**src/rtl/dpt_pkg.sv**
```systemverilog
// Constants, register map and carrier types of the dual output PWM timer.
// Assumes a classic Wishbone bus with 32-bit data and byte addresses.
//
// Overview of operation
// - Both counters and three reload registers are zero at reset.
// - Timer clock is 32 kHz by default, fast clocks need select and enable.
// - Divide-by-ten option slows only the countdown counter.
// - Run bit starts timer: interrupt, load both counters, then decrement.
// - Cycle counter at zero toggles phase and reloads other phase shadow.
// - Primary output high in high phase; second output always inverted.
// - Clocked mode gives half-rate square wave during the high phase.
// - Countdown waits at zero until cycle counter ends low phase; interrupt.
// - End of cycle reloads countdown, cycle counter and both shadows.
// - Reload writes reach shadows only at the end of a cycle.
// - Start-up state counts as end of cycle, so interrupt at start-up.
// - Disabled timer held in reset; reload registers keep their contents.
// - Reading interval reload address returns live countdown counter.
// - Reading either phase reload address returns live cycle counter.
// - Freeze bit stops both counters and holds all timer state.
// - Writing reset-freeze clears freeze; counting resumes from held state.
// - Fast timer clock is system clock divided by 1, 2, 4 or 8.
package dpt_pkg;

   // -----------------------------------------------------------------
   // Register map, byte addresses.
   // -----------------------------------------------------------------
   localparam logic [7:0] DPT_ADR_HIGH_RELOAD = 8'h00;
   localparam logic [7:0] DPT_ADR_LOW_RELOAD  = 8'h04;
   localparam logic [7:0] DPT_ADR_IVL_RELOAD  = 8'h08;
   localparam logic [7:0] DPT_ADR_CONTROL     = 8'h0C;
   localparam logic [7:0] DPT_ADR_CLK_CFG     = 8'h10;
   localparam logic [7:0] DPT_ADR_SET_FREEZE  = 8'h14;
   localparam logic [7:0] DPT_ADR_RST_FREEZE  = 8'h18;
   localparam logic [7:0] DPT_ADR_IRQ_STATUS  = 8'h1C;
   localparam logic [7:0] DPT_ADR_IRQ_MASK    = 8'h20;

   // -----------------------------------------------------------------
   // Field positions and reset values.
   // -----------------------------------------------------------------
   localparam int          DPT_FREEZE_BIT  = 0;
   localparam int          DPT_CNT_W       = 16;
   localparam logic [15:0] DPT_CNT_RST     = 16'h0000;
   localparam logic [3:0]  DPT_DIV10_LAST  = 4'h9;
   localparam int          DPT_IRQ_W       = 1;

   // -----------------------------------------------------------------
   // Timing: system clock and slow timer clock.
   // -----------------------------------------------------------------
   localparam int DPT_SYS_CLK_HZ  = 25_000_000;
   localparam int DPT_SLOW_CLK_HZ = 32_000;

   // Timer control register, bits 3..0.
   typedef struct packed {
      logic pwm_clocked;
      logic interval_divide_by_ten;
      logic fast_clock_select;
      logic run_control;
   } dpt_ctrl_s;

   // Peripheral clock register, bits 2..0.
   typedef struct packed {
      logic [1:0] timer_clock_divider;
      logic       peripheral_timer_clock_enable;
   } dpt_clkcfg_s;

   // Phase of the cycle counter, Gray coded along idle-high-low.
   typedef enum logic [1:0] {
      DPT_PH_IDLE = 2'b00,
      DPT_PH_HIGH = 2'b01,
      DPT_PH_LOW  = 2'b11
   } dpt_phase_e;

endpackage

```
**src/rtl/dpt_timer.sv**
```systemverilog
// Dual output PWM timer with a classic Wishbone register slave.
// Assumes one system clock, synchronous inputs and a level interrupt sink.
//
// Local design decisions: the Wishbone register port and the register offsets.
`timescale 1ns/1ns
module dpt_timer
   import dpt_pkg::*;
#(
   parameter int ADDR_W   = 8,
   parameter int CLK_HZ   = DPT_SYS_CLK_HZ,
   parameter int SLOW_HZ  = DPT_SLOW_CLK_HZ
) (
   // Clock, reset and clock enable.
   input  wire logic              clk_i,
   input  wire logic              rst_i,
   input  wire logic              ce_i,
   // Wishbone slave.
   input  wire logic              wb_cyc_i,
   input  wire logic              wb_stb_i,
   input  wire logic              wb_we_i,
   input  wire logic [ADDR_W-1:0] wb_adr_i,
   input  wire logic [3:0]        wb_sel_i,
   input  wire logic [31:0]       wb_dat_i,
   output logic      [31:0]       wb_dat_o,
   output logic                   wb_ack_o,
   // Timer outputs.
   output logic                   pwm_primary_out_o,
   output logic                   pwm_inverted_out_o,
   output logic                   timer_interrupt_o,
   output logic                   irq_o
);

   // -----------------------------------------------------------------
   // Derived constants and elaboration checks.
   // -----------------------------------------------------------------
   localparam int SLOW_DIV = CLK_HZ / SLOW_HZ;

   generate
      if (ADDR_W < 6 || ADDR_W > 8 || SLOW_DIV < 2 || SLOW_DIV > 4095)
      begin : g_bad_param
         $error("dpt_timer: unsupported parameter values");
      end
   endgenerate

   // -----------------------------------------------------------------
   // Functions.
   // -----------------------------------------------------------------
   // Byte-lane merge of a write into a 16-bit register.
   function automatic logic [15:0] wmerge16(input logic [15:0] old,
                                            input logic [31:0] dat,
                                            input logic [3:0]  sel);
      logic [15:0] r;
      r = old;
      if (sel[0]) r[7:0]  = dat[7:0];
      if (sel[1]) r[15:8] = dat[15:8];
      return r;
   endfunction

   // Prescaler mask for a divide by 2**sel.
   function automatic logic [2:0] div_mask(input logic [1:0] sel);
      return 3'((4'h1 << sel) - 4'h1);
   endfunction

   // -----------------------------------------------------------------
   // Registers and state.
   // -----------------------------------------------------------------
   logic [15:0]          high_reload_reg;
   logic [15:0]          low_reload_reg;
   logic [15:0]          interval_reload_reg;
   dpt_ctrl_s            ctrl_reg;
   dpt_clkcfg_s          clkcfg_reg;
   logic                 freeze_reg;
   logic [DPT_IRQ_W-1:0] irq_status_reg;
   logic [DPT_IRQ_W-1:0] irq_mask_reg;
   logic [15:0]          cycle_counter_reg;
   logic [15:0]          interval_counter_reg;
   logic [15:0]          high_shadow_reg;
   logic [15:0]          low_shadow_reg;
   dpt_phase_e           phase_reg;
   logic                 square_reg;
   logic [2:0]           fast_pre_reg;
   logic [11:0]          slow_pre_reg;
   logic [3:0]           div10_reg;

   logic                 req;
   logic                 wr;
   logic                 rd;
   logic [7:0]           badr;
   logic                 active;
   logic                 fast_tick;
   logic                 slow_tick;
   logic                 cyc_tick;
   logic                 ivl_tick;
   logic                 end_cycle;
   logic                 phase_high;

   // -----------------------------------------------------------------
   // Bus decode.
   // -----------------------------------------------------------------
   // A request is taken once, on the edge where ack is raised.
   assign req  = ce_i && wb_cyc_i && wb_stb_i && !wb_ack_o;
   assign wr   = req && wb_we_i;
   assign rd   = req && !wb_we_i;
   assign badr = 8'({wb_adr_i[ADDR_W-1:2], 2'b00});

   // -----------------------------------------------------------------
   // Timer clock selection.
   // -----------------------------------------------------------------
   // The timer only advances while running, not frozen and enabled.
   assign active    = ce_i && ctrl_reg.run_control && !freeze_reg;
   assign fast_tick = clkcfg_reg.peripheral_timer_clock_enable &&
                      ((fast_pre_reg &
                        div_mask(clkcfg_reg.timer_clock_divider)) ==
                       div_mask(clkcfg_reg.timer_clock_divider));
   assign slow_tick = (slow_pre_reg == 12'(SLOW_DIV - 1));
   assign cyc_tick  = active && (ctrl_reg.fast_clock_select ?
                                 fast_tick : slow_tick);
   assign ivl_tick  = cyc_tick && (!ctrl_reg.interval_divide_by_ten ||
                                   div10_reg == DPT_DIV10_LAST);
   // Idle is the start-up state and counts as the low phase.
   assign end_cycle = cyc_tick && cycle_counter_reg == DPT_CNT_RST &&
                      interval_counter_reg == DPT_CNT_RST &&
                      phase_reg != DPT_PH_HIGH;
   assign phase_high = (phase_reg == DPT_PH_HIGH);

   // Prescalers; cleared while stopped so a start is always aligned.
   always_ff @(posedge clk_i) begin
      if (rst_i) begin
         fast_pre_reg <= 3'h0;
         slow_pre_reg <= 12'h000;
         div10_reg    <= 4'h0;
      end else if (ce_i && !ctrl_reg.run_control) begin
         fast_pre_reg <= 3'h0;
         slow_pre_reg <= 12'h000;
         div10_reg    <= 4'h0;
      end else if (active) begin
         fast_pre_reg <= fast_pre_reg + 3'h1;
         slow_pre_reg <= slow_tick ? 12'h000 : slow_pre_reg + 12'h001;
         if (cyc_tick) begin
            div10_reg <= (div10_reg == DPT_DIV10_LAST) ?
                         4'h0 : div10_reg + 4'h1;
         end
      end
   end

   // -----------------------------------------------------------------
   // Cycle counter, phase and shadows.
   // -----------------------------------------------------------------
   always_ff @(posedge clk_i) begin
      if (rst_i) begin
         cycle_counter_reg <= DPT_CNT_RST;
         high_shadow_reg   <= DPT_CNT_RST;
         low_shadow_reg    <= DPT_CNT_RST;
         phase_reg         <= DPT_PH_IDLE;
         square_reg        <= 1'b1;
      end else if (ce_i && !ctrl_reg.run_control) begin
         cycle_counter_reg <= DPT_CNT_RST;
         high_shadow_reg   <= DPT_CNT_RST;
         low_shadow_reg    <= DPT_CNT_RST;
         phase_reg         <= DPT_PH_IDLE;
         square_reg        <= 1'b1;
      end else if (end_cycle) begin
         cycle_counter_reg <= high_reload_reg;
         high_shadow_reg   <= high_reload_reg;
         low_shadow_reg    <= low_reload_reg;
         phase_reg         <= DPT_PH_HIGH;
         square_reg        <= 1'b1;
      end else if (cyc_tick) begin
         if (cycle_counter_reg == DPT_CNT_RST) begin
            case (phase_reg)
               DPT_PH_HIGH: begin
                  cycle_counter_reg <= low_shadow_reg;
                  phase_reg         <= DPT_PH_LOW;
               end
               DPT_PH_LOW: begin
                  cycle_counter_reg <= high_shadow_reg;
                  phase_reg         <= DPT_PH_HIGH;
                  square_reg        <= 1'b1;
               end
               default: begin
                  phase_reg <= DPT_PH_IDLE;
               end
            endcase
         end else begin
            cycle_counter_reg <= cycle_counter_reg - 16'h0001;
            square_reg        <= !square_reg;
         end
      end
   end

   // -----------------------------------------------------------------
   // Countdown counter.
   // -----------------------------------------------------------------
   // It parks at zero until the low phase ends, which stretches the
   // last cycle; no interrupt is missed, even with tiny reloads.
   always_ff @(posedge clk_i) begin
      if (rst_i) begin
         interval_counter_reg <= DPT_CNT_RST;
      end else if (ce_i && !ctrl_reg.run_control) begin
         interval_counter_reg <= DPT_CNT_RST;
      end else if (end_cycle) begin
         interval_counter_reg <= interval_reload_reg;
      end else if (ivl_tick && interval_counter_reg != DPT_CNT_RST) begin
         interval_counter_reg <= interval_counter_reg - 16'h0001;
      end
   end

   // -----------------------------------------------------------------
   // Outputs of the timer.
   // -----------------------------------------------------------------
   always_ff @(posedge clk_i) begin
      if (rst_i) begin
         pwm_primary_out_o  <= 1'b0;
         pwm_inverted_out_o <= 1'b1;
         timer_interrupt_o  <= 1'b0;
      end else if (ce_i) begin
         pwm_primary_out_o  <= phase_high &&
                               (!ctrl_reg.pwm_clocked || square_reg);
         pwm_inverted_out_o <= !(phase_high &&
                               (!ctrl_reg.pwm_clocked || square_reg));
         timer_interrupt_o  <= end_cycle;
      end
   end

   // -----------------------------------------------------------------
   // Software registers.
   // -----------------------------------------------------------------
   // Reload registers survive a disable so software need not rewrite.
   always_ff @(posedge clk_i) begin
      if (rst_i) begin
         high_reload_reg     <= DPT_CNT_RST;
         low_reload_reg      <= DPT_CNT_RST;
         interval_reload_reg <= DPT_CNT_RST;
         ctrl_reg            <= '0;
         clkcfg_reg          <= '0;
         irq_mask_reg        <= '0;
      end else if (wr) begin
         case (badr)
            DPT_ADR_HIGH_RELOAD:
               high_reload_reg <= wmerge16(high_reload_reg, wb_dat_i,
                                           wb_sel_i);
            DPT_ADR_LOW_RELOAD:
               low_reload_reg <= wmerge16(low_reload_reg, wb_dat_i,
                                          wb_sel_i);
            DPT_ADR_IVL_RELOAD:
               interval_reload_reg <= wmerge16(interval_reload_reg,
                                               wb_dat_i, wb_sel_i);
            DPT_ADR_CONTROL:
               if (wb_sel_i[0]) ctrl_reg <= dpt_ctrl_s'(wb_dat_i[3:0]);
            DPT_ADR_CLK_CFG:
               if (wb_sel_i[0]) clkcfg_reg <= dpt_clkcfg_s'(wb_dat_i[2:0]);
            DPT_ADR_IRQ_MASK:
               if (wb_sel_i[0]) irq_mask_reg <= wb_dat_i[DPT_IRQ_W-1:0];
            default: begin
            end
         endcase
      end
   end

   // Freeze is set and cleared through two separate write ports.
   always_ff @(posedge clk_i) begin
      if (rst_i) begin
         freeze_reg <= 1'b0;
      end else if (wr && wb_sel_i[0] && wb_dat_i[DPT_FREEZE_BIT]) begin
         if (badr == DPT_ADR_SET_FREEZE) begin
            freeze_reg <= 1'b1;
         end else if (badr == DPT_ADR_RST_FREEZE) begin
            freeze_reg <= 1'b0;
         end
      end
   end

   // Sticky status: a read clears it, but a same-cycle event wins.
   always_ff @(posedge clk_i) begin
      if (rst_i) begin
         irq_status_reg <= '0;
      end else if (end_cycle) begin
         irq_status_reg <= '1;
      end else if (rd && badr == DPT_ADR_IRQ_STATUS) begin
         irq_status_reg <= '0;
      end
   end

   // Level interrupt, one clock behind status and mask; frozen with ce_i.
   always_ff @(posedge clk_i) begin
      if (rst_i) begin
         irq_o <= 1'b0;
      end else if (ce_i) begin
         irq_o <= |(irq_status_reg & irq_mask_reg);
      end
   end

   // Single-cycle ack and read data, both registered.
   always_ff @(posedge clk_i) begin
      if (rst_i) begin
         wb_ack_o <= 1'b0;
         wb_dat_o <= 32'h0000_0000;
      end else if (ce_i) begin
         wb_ack_o <= req;
         if (rd) begin
            case (badr)
               DPT_ADR_HIGH_RELOAD,
               DPT_ADR_LOW_RELOAD:
                  wb_dat_o <= {16'h0000, cycle_counter_reg};
               DPT_ADR_IVL_RELOAD:
                  wb_dat_o <= {16'h0000, interval_counter_reg};
               DPT_ADR_CONTROL:
                  wb_dat_o <= {28'h0000000, ctrl_reg};
               DPT_ADR_CLK_CFG:
                  wb_dat_o <= {29'h00000000, clkcfg_reg};
               DPT_ADR_SET_FREEZE,
               DPT_ADR_RST_FREEZE:
                  wb_dat_o <= {31'h00000000, freeze_reg};
               DPT_ADR_IRQ_STATUS:
                  wb_dat_o <= {31'h00000000, irq_status_reg};
               DPT_ADR_IRQ_MASK:
                  wb_dat_o <= {31'h00000000, irq_mask_reg};
               default:
                  wb_dat_o <= 32'h0000_0000;
            endcase
         end
      end
   end
endmodule

```
**config.mk**
```make
export PLATFORM = sky130hd
export DESIGN_NAME = dpt_timer
export DESIGN_NICKNAME = d
export VERILOG_FILES = /design/src/rtl/dpt_pkg.sv /design/src/rtl/dpt_timer.sv
export SDC_FILE = /design/constraint.sdc
export NUM_CORES = 1
export LEC_CHECK = 0
export BUFFER_PORTS_ARGS = -buffer_cell sky130_fd_sc_hd__buf_2
export CAP_MARGIN = 15
export CORE_MARGIN = 3
export CORE_UTILIZATION = 40
export CTS_BUF_LIST = sky130_fd_sc_hd__clkbuf_4
export CTS_CLUSTER_DIAMETER = 200
export CTS_CLUSTER_SIZE = 28
export DETAILED_ROUTE_END_ITERATION = 10
export PLACE_DENSITY = 0.7
export REMOVE_ABC_BUFFERS = 1
export SYNTH_ARGS = -nofsm -noshare
export SYNTH_HDL_FRONTEND = slang
export SYNTH_SLANG_ARGS = --single-unit
export TNS_END_PERCENT = 10
```
**constraint.sdc**
```tcl
create_clock -name clk_i -period 1.9 [get_ports clk_i]
set_input_delay 0.19 -clock clk_i [delete_from_list [all_inputs] [get_ports clk_i]]
set_output_delay 0.19 -clock clk_i [all_outputs]
set_load 0.005 [all_outputs]
```
==> impl_metrics.tcl, run 1 <==
set metrics [dict create \
    grt_max_degree 71 \
    hpwl_mm 15.1 \
    postSynthAreaPerCell_um2 8.50 \
    ctsRootBufferMaster "clkbuf_4" \
    post-place-ws_ns -0.189 \
    cts_tree "yes" \
    initial_core_util 0.410 \
    met2_length_mm 9.87 \
    yosysWarnings 0 \
    grt_pass1_wl_mm 35.5 \
    fmax_mhz 496 \
    finalCriticalPeriod_ns 2.02 \
    yosys_register_bits 165 \
    fp.dieW_um 145 \
    synthSimpleGateAreaFrac 0.240 \
    insertion_delay_ns 0.60 \
    die_h_um 145 \
    status "finished, violations left" \
    dieArea_um2 21100 \
    synth_area_leaders "dfxtp_1 (43%), mux2i_1 (8.8%), nand2_1 (6.2%)" \
    placeableCoreArea_um2 18900 \
    grt_pass1_vias 6921 \
    routedWlPerCell_um 16.0 \
    path_class "register to register" \
    htree_num_levels 4 \
    wl_met3_mm 1.34 \
    violations "negative setup slack" \
    start_kind "register" \
    drt-met1-wl_mm 10.3 \
    drt_iter0_markers 590 \
    fin_skew_ns 0.0326 \
    cts_buffers 17 \
    hold_viol_final 0 \
    dpl_cell_area_um2 9180 \
    final_area_um2 10100 \
    cp_data_arrival_time_ns 2.51 \
    rsz0062_at_grt "true" \
    path_clk_slew_ns 0.15 \
    p_leak_nw 3.94 \
    cp_max_fo 7 \
    route.top_layer_used "met4" \
    holdWs_ns 0.0407 \
    synth_compound_area_frac 0.140 \
    rows 50 \
    grt_overflow_total 0 \
    finalWirelength_mm 21.9 \
    synthCells 912 \
    setup_ws_ns -0.117 \
    grtUsageTotal 0.205 \
    drv_cap 0 \
    clock_path_buffers 2 \
    yosysTopAreaCell "dfxtp_1" \
    synth_flop_cell "dfxtp_1" \
    synth.distinct_cells 63 \
    synthArstFlopShare 0 \
    power.density_nw_per_um2 576 \
    maxSlewViolCount 0 \
    ant_nets 0 \
    crit_required_ns 2.39 \
    antenna_found_initial 1 \
    hold_class "input port to register" \
    viasPerCell 5.28 \
    fin_util 0.537 \
    synth_fa_ha_area_frac 0.00807 \
    dr.pass1.iters 5 \
    setup-tns-final_ns -3.55 \
    drc 0 \
    synth_top_family_by_area "simple AND/OR/NAND/NOR gates" \
    finalSetupViolations 60 \
    drive_gt1_frac 0.287 \
    nets 1144 \
    clock-sinks 165 \
    critical_path.endpoint_type "register" \
    synth_edf_count 0 \
    num_vias 7202 \
    synth_mux_area_frac 0.0951 \
    io_buffer_count 50 \
    synth_xor_area_frac 0.0339 \
    timing.final.crit_share 1.06 \
    areaGrowthSynthToFinish_pct 30.8 \
    synth_top_area_share 0.426 \
    routabilityCongestion 0.925 \
    yosysSeqAreaShare 0.426 \
    syn_area_um2 7750 \
    peakVddDrop_uv 308 \
    io_pins 87 \
]
-- worst paths after layout --
path | startpoint | end | slack [ns] | depth (start not counted)
hold reg to reg | low_reload_reg[4] | low_shadow_reg[4] | 0.46 | 2
hold / removal | wb_stb_i | wb_ack_o | 0.04 | 5
setup reg to reg | interval_counter_reg[1] | cycle_counter_reg[11] | -0.12 | 11
setup / recovery | interval_counter_reg[1] | cycle_counter_reg[11] | -0.12 | 11
-- per-stage QoR --
step / instances / total power [mW]
6_report: 1363 / 5.84
5_1_grt: 1363 / 6.05
4_1_cts: 1363 / 5.87
3_5_place_dp: 1297 / 3.74
3_3_place_gp: 1297 / 3.73
2_1_floorplan: 859 / 3.60
-- cell type report --
| cell class | count | area, um2 |
|---|---|---|
| clock inverters | 15 | 166 |
| repair buffers | 211 | 1820 |
| diodes | 1 | 2.50 |
| inverters | 18 | 67.6 |
| clock buffers | 17 | 128 |
| well taps | 260 | 325 |
| flip-flops and latches | 165 | 3310 |
| multi-input cells | 676 | 4310 |
| fillers | 1733 | 8760 |
-- layer usage --
layer	up-vias	track usage
li1	3521	-
met1	3390	0.289
met2	257	0.321
met3	34	0.0340
met4	0	0.0646
met5	-	0
-- logic make-up after synthesis --
| group | after synthesis |
|---|---|
| AND/OR/NAND/NOR | 375 |
| AO/OA/AOI/OAI | 177 |
| flip-flops | 165 |
| buffers and inverters | 86 |
| multiplexers | 73 |
| XOR/XNOR | 30 |
| adder cells (fa/ha/maj) | 5 |
| other | 1 |
-- power by group --
part | internal, mW | switching [mW] | total, mW
clock | 0.716 | 1.43 | 2.14
combinational | 0.0851 | 0.150 | 0.235
sequential | 3.46 | 0.00101 | 3.46
-- synth_stat cells, drive strengths merged (2+ instances only) --
library cell / count
and3: 7
nor4bb: 2
o21ai: 31
xor2: 21
o31ai: 4
a22o: 13
buf: 35
o211ai: 3
xnor2: 9
nor2b: 3
or3: 7
nand4: 11
nor4: 14
a21oi: 69
o31a: 2
nand2: 127
a22oi: 19
inv: 18
dfxtp: 165
nand2b: 5
a21o: 3
a211o: 2
ha: 5
nor3: 17
or4: 4
nor3b: 4
a31oi: 17
nand3: 42
and2: 3
a21boi: 2
clkbuf: 33
o41ai: 2
o22ai: 3
mux2i: 68
nor2: 121
mux2: 5
-- cell usage in the layout (no fill, tap or decap), types with 10 or more instances in the layout --
master	count
nand2_1	115
mux2i_1	68
dlygate4sd3_1	18
nor2_1	114
a31oi_1	17
buf_4	116
a22o_1	13
a21oi_2	21
nand3_1	39
inv_1	15
clkbuf_4	17
o21ai_1	12
xor2_1	21
dfxtp_1	158
buf_2	50
conb_1	16
a22oi_1	19
buf_12	17
nor3_1	10
o21ai_0	18
nand4_1	11
a21oi_1	48
-- worst max-delay path, cell delays in order, from the launching register on --
cell       delay (ns)
dfxtp_2          0.35
inv_2            0.07
ha_4             0.13
nor3b_4          0.22
nand3_2          0.14
buf_6            0.15
nor2_2           0.09
buf_4            0.12
o31a_1           0.17
buf_6            0.14
bufbuf_16        0.26
a31oi_1          0.08
-- repair_timing --
item | 4_1_cts | 5_1_grt
endpoints found under the hold margin | 56 | 0
setup buffers | 11 | 1
hold buffers | 18 | 0
setup endpoints to repair | 68 | 73
gates cloned | 5 | 0
resized for setup | 48 | 32
pin swaps | 38 | 12
(Power assumes the default switching activity.)
==> run 2, diff against run 1 <==
PLACE_DENSITY = 0.68   (was 0.7)
clock period = 2 ns   (was 1.9 ns; I/O delays follow)
==> run 2 against run 1 <==
Compared with the run above:
- the flow now finishes without violations
- wire length fell by 7.1%
- via count down 2.7%
- utilization fell by 1.7 points
- combinational power down 10%
- final cell count decreased by 1.5%
- critical path depth is 4 lower
- worst setup slack improved by 0.12 ns
- flip-flop and latch count unchanged
- global-route usage decreased by 1.7 points
- clock skew down 0.0067 ns
- critical path type unchanged
==> impl_metrics.tcl, run 2 (synthesis results as in run 1) <==
set metrics [dict create \
    num_vias 7008 \
    power_switching_share 0.250 \
    peakVddDrop_uv 253 \
    timing.final.crit_share 0.996 \
    routabilityCongestion 0.875 \
    multi_input_area_um2 4270 \
    p_sw_mw 1.37 \
    clock_path_buffers 2 \
    ctsRootBufferMaster "clkbuf_4" \
    min-delay-start "wb_adr_i[7]" \
    internal_power_mw 4.13 \
    areaGrowthSynthToFinish_pct 26.6 \
    grt_max_degree 65 \
    cts_buffers 17 \
    nets 1123 \
    crit_start "cycle_counter_reg[7]" \
    grtUsageTotal 0.188 \
    drive_gt1_frac 0.261 \
    die_h_um 145 \
    routedWlPerCell_um 15.2 \
    crit_required_ns 2.53 \
    grt_pass1_vias 6281 \
    power.density_nw_per_um2 560 \
    combPwrFrac 0.038 \
    fin_skew_ns 0.0259 \
    path_class "register to register" \
    p_clk_frac 0.364 \
    finalSetupViolations 0 \
    htree_num_levels 4 \
    status "finished clean" \
    drc 0 \
    final_common_cell "dfxtp_1" \
    drv_cap 0 \
    dieArea_um2 21100 \
    finalCriticalPeriod_ns 1.99 \
    layout_common_cells "dfxtp_1 (159), nand2_1 (118), nor2_1 (114)" \
    rsz0062_at_grt "true" \
    seqCellArea_um2 3310 \
    fmax_mhz 502 \
    maxSlewViolCount 0 \
    finalWirelength_mm 20.3 \
    r2r-start "cycle_counter_reg[7]" \
    fill_cells 1787 \
    clock-sinks 165 \
    placeableCoreArea_um2 18900 \
    antenna_found_initial 1 \
    viasPerCell 5.22 \
    critical_path.endpoint_type "register" \
    p_seq_frac 0.598 \
    cp_data_arrival_time_ns 2.52 \
    fp.dieW_um 145 \
    hpwl_mm 14.4 \
    p_leak_nw 3.75 \
    ant_nets 0 \
    start_kind "register" \
    path_clk_slew_ns 0.15 \
    io_pins 87 \
    io_buffer_count 50 \
    hold_viol_final 0 \
    cts_tree "yes" \
    holdWs_ns 0.0443 \
    hold_class "input port to register" \
    initial_core_util 0.410 \
    dr.pass1.iters 6 \
    rows 50 \
    grt_pass1_wl_mm 32.7 \
    drt_iter0_markers 479 \
    insertion_delay_ns 0.58 \
    setup-tns-final_ns 0 \
    grt_overflow_total 0 \
    cp_max_fo 31 \
    fin_util 0.519 \
]
## run 2: power groups by stage
| stage | Combinational (mW) | Sequential [mW] | Clock, mW |
|---|---|---|---|
| 3_5_place_dp | 0.180 | 3.36 | 0 |
| 4_1_cts | 0.207 | 3.29 | 2.05 |
| 3_3_place_gp | 0.178 | 3.36 | 0 |
| 5_1_grt | 0.230 | 3.29 | 2.19 |
| 6_report | 0.211 | 3.29 | 2.00 |
| 2_1_floorplan | 0.0549 | 3.36 | 0 |
## run 2: worst max-delay path: stages (launching register included)
cell and delay [ns]:
dfxtp_2 0.40, nor4_4 0.30, nand4_1 0.24, nand2b_1 0.23, o31a_1 0.31, buf_12 0.18
nand2b_1 0.14, a21oi_1 0.13
## run 2: layout make-up
type | count | area share
sequential | 165 | 0.337
inverter | 18 | 0.00688
timing repair buffer | 190 | 0.159
clock inverter | 14 | 0.0150
multi-input combinational | 676 | 0.435
antenna | 1 | 0.000255
clock buffer | 18 | 0.0138
tap | 260 | 0.0331
## run 2: repair_timing
item	CTS	global route
cloned	0	1
gates resized for setup	17	48
endpoints found under the hold margin	56	0
hold buffers	17	0
buffers inserted	7	3
endpoints found under the setup margin	65	80
pin swaps	5	23
## run 2: worst paths after layout
kind	depth (start not counted)	slack, ns	to
worst max-delay path	7	0.007	cycle_counter_reg[6]
worst min-delay path	4	0.04	wb_dat_o[0]
worst max register to register	7	0.007	cycle_counter_reg[6]
worst min register to register	2	0.46	high_shadow_reg[8]
## run 2: layer usage
| metal | track usage | wire (um) | vias to the layer above |
|---|---|---|---|
| met4 | 0.0503 | 312 | 0 |
| li1 | - | - | 3495 |
| met5 | 0 | 0 | - |
| met2 | 0.285 | 8920 | 195 |
| met3 | 0.0278 | 1090 | 32 |
| met1 | 0.278 | 10000 | 3286 |
## run 2: per-stage QoR
stage / worst slack, ns / cells / cell area [um2] / power [mW]
after floorplan: -2.10 / 859 / 7440 / 3.42
after detailed placement: -0.119 / 1281 / 9030 / 3.54
after CTS: -0.0163 / 1337 / 9590 / 5.54
after global placement: -0.0886 / 1281 / 9030 / 3.54
after global routing: -0.137 / 1342 / 9810 / 5.71
final: 0.00731 / 1342 / 9810 / 5.50
==> run 3, diff against run 2 <==
SLEW_MARGIN = 10   (was not set)
clock period = 2.4 ns   (was 2 ns; I/O delays follow)
==> run 3 against run 2 <==
Compared with the run above:
- maximum frequency down 11%
- clock power down 24%
- global-route usage down 0.78 points
- clock skew down 0.0048 ns
- worst setup slack better by 0.16 ns
- sequential power down 17%
- cell area down 9.6%
==> impl_metrics.tcl, run 3 (synthesis results as in run 1) <==
set metrics [dict create \
    status "finished clean" \
    p_leak_nw 3.25 \
    nets 1046 \
    cp_data_arrival_time_ns 2.72 \
    maxSlewViolCount 0 \
    instances_no_fill 1265 \
    drc 0 \
    r2r-start "interval_counter_reg[0]" \
    hold_class "input port to register" \
    final_common_cell "dfxtp_1" \
    ant_nets 0 \
    grt_max_degree 39 \
    holdWs_ns 0.0598 \
    fin_skew_ns 0.0211 \
    regToRegSetupSlack_ns 0.17 \
    post-place-ws_ns 0.139 \
    hold_depth 4 \
    path_delay_family "simple AND/OR/NAND/NOR gates" \
    cpMostUsedCell "and3_1" \
    clock-sinks 165 \
    initial_core_util 0.410 \
    placedCellCount 1212 \
    r2r-end "interval_counter_reg[15]" \
    fp.dieW_um 145 \
    htree_num_levels 4 \
    finalSetupViolations 0 \
    crit_chain "inv_1, ha_1, nor3b_4, and3_1, a21oi_1, buf_4, and2_1, and3_1, a311o_1" \
    num_vias 6685 \
    timing.final.crit_share 0.930 \
    min-delay-start "ce_i" \
    path_clk_slew_ns 0.14 \
    drv_cap 0 \
    slowest_stage "dfxtp_1" \
    io_buffer_count 50 \
    grtUsageTotal 0.180 \
    hold_end "pwm_inverted_out_o" \
    areaGrowthSynthToFinish_pct 14.4 \
    max_stage_delay_ns 0.34 \
    relSlewSlack 0.636 \
    tightest_slew_ns 0.541 \
    rr_worst_depth 9 \
    start_kind "register" \
    layout_common_cells "dfxtp_1 (165), nand2_1 (127), nor2_1 (116)" \
    fmax_mhz 448 \
    peakVddDrop_uv 246 \
    ctsRootBufferMaster "clkbuf_4" \
    cts_buffers 17 \
    drive_gt1_frac 0.158 \
    routedWlPerCell_um 15.4 \
    grt_pass1_vias 5983 \
    rows 50 \
    placeableCoreArea_um2 18900 \
    setup_ws_ns 0.168 \
    insertion_delay_ns 0.59 \
    cts_tree "yes" \
    io_pins 87 \
    hold_viol_final 0 \
    drt_iter0_markers 507 \
    dr.pass1.iters 5 \
    dieArea_um2 21100 \
    fill_cells 1884 \
    finalWirelength_mm 19.5 \
    routabilityCongestion 0.873 \
    fin_util 0.470 \
    finalCriticalPeriod_ns 2.23 \
    clock_path_buffers 2 \
    rsz0062_at_grt "false" \
    die_h_um 145 \
    crit_required_ns 2.89 \
    power.density_nw_per_um2 501 \
    grt_pass1_wl_mm 31.2 \
    critical_path.endpoint_type "register" \
    crit_start "interval_counter_reg[0]" \
    antenna_found_initial 1 \
    viasPerCell 5.28 \
    crit_buf_inv 2 \
    grt_overflow_total 0 \
    path_class "register to register" \
    hpwl_mm 13.9 \
    cp_max_fo 8 \
]
[run 3: cell types whose count changed in the layout (fill, tap and decap cells not counted), moves of 7 or more]
| cell | before | now |
|---|---|---|
| nand2_1 | 118 | 127 |
| buf_12 | 13 | 3 |
| nand2_2 | 7 | 0 |
| a21oi_2 | 12 | 0 |
| buf_4 | 101 | 40 |
| a21oi_1 | 57 | 69 |
[run 3: worst min-delay path: stages]
cell	delay [ns]
buf_2	0.09
buf_4	0.15
o21ai_0	0.09
nand2b_1	0.06
[run 3: area by class of cell]
cell class	count	area, um2	share of cell area
timing repair buffer	113	812	0.0915
inverter	18	67.6	0.00762
clock inverter	12	108	0.0121
multi-input combinational	676	4100	0.462
tap	260	325	0.0367
antenna	1	2.50	0.000282
sequential	165	3300	0.372
clock buffer	20	150	0.0169
[run 3: what timing repair did]
action / in CTS / in global routing
endpoints found under the hold margin: 57 / 0
setup buffers: 0 / 1
hold buffers: 19 / 0
resized for setup: 0 / 4
endpoints found under the setup margin: 0 / 46
[run 3: through the flow]
step	cell area, um2	total power [mW]	TNS (ns)
after floorplan	7440	2.85	-98.68
after global placement	8390	2.95	0
after detailed placement	8390	2.95	0
after CTS	8830	4.48	0
after global routing	8870	4.63	0
final	8870	4.44	0
[run 3: report_power, final]
| part | total (mW) | internal (mW) | switching [mW] |
|---|---|---|---|
| clock network | 1.53 | 0.547 | 0.984 |
| logic | 0.171 | 0.0584 | 0.113 |
| registers | 2.74 | 2.74 | 0.000842 |
[run 3: metal layers]
metal  up-vias  GRT usage  wire, um
li1       3324          -         -
met1      3136      0.261      9640
met2       193      0.268      8420
met3        32     0.0356      1060
met4         0     0.0579       380
met5         -          0         0
[run 3: how the worst max path moves through the flow]
stage / to / slack [ns] / cells past startpoint
5_1_grt: cycle_counter_reg[12] / 0.005 / 10
3_3_place_gp: cycle_counter_reg[15] / 0.19 / 10
2_1_floorplan: cycle_counter_reg[7] / -1.70 / 6
4_1_cts: cycle_counter_reg[15] / 0.11 / 9
6_report: interval_counter_reg[15] / 0.17 / 9
3_5_place_dp: cycle_counter_reg[15] / 0.14 / 10
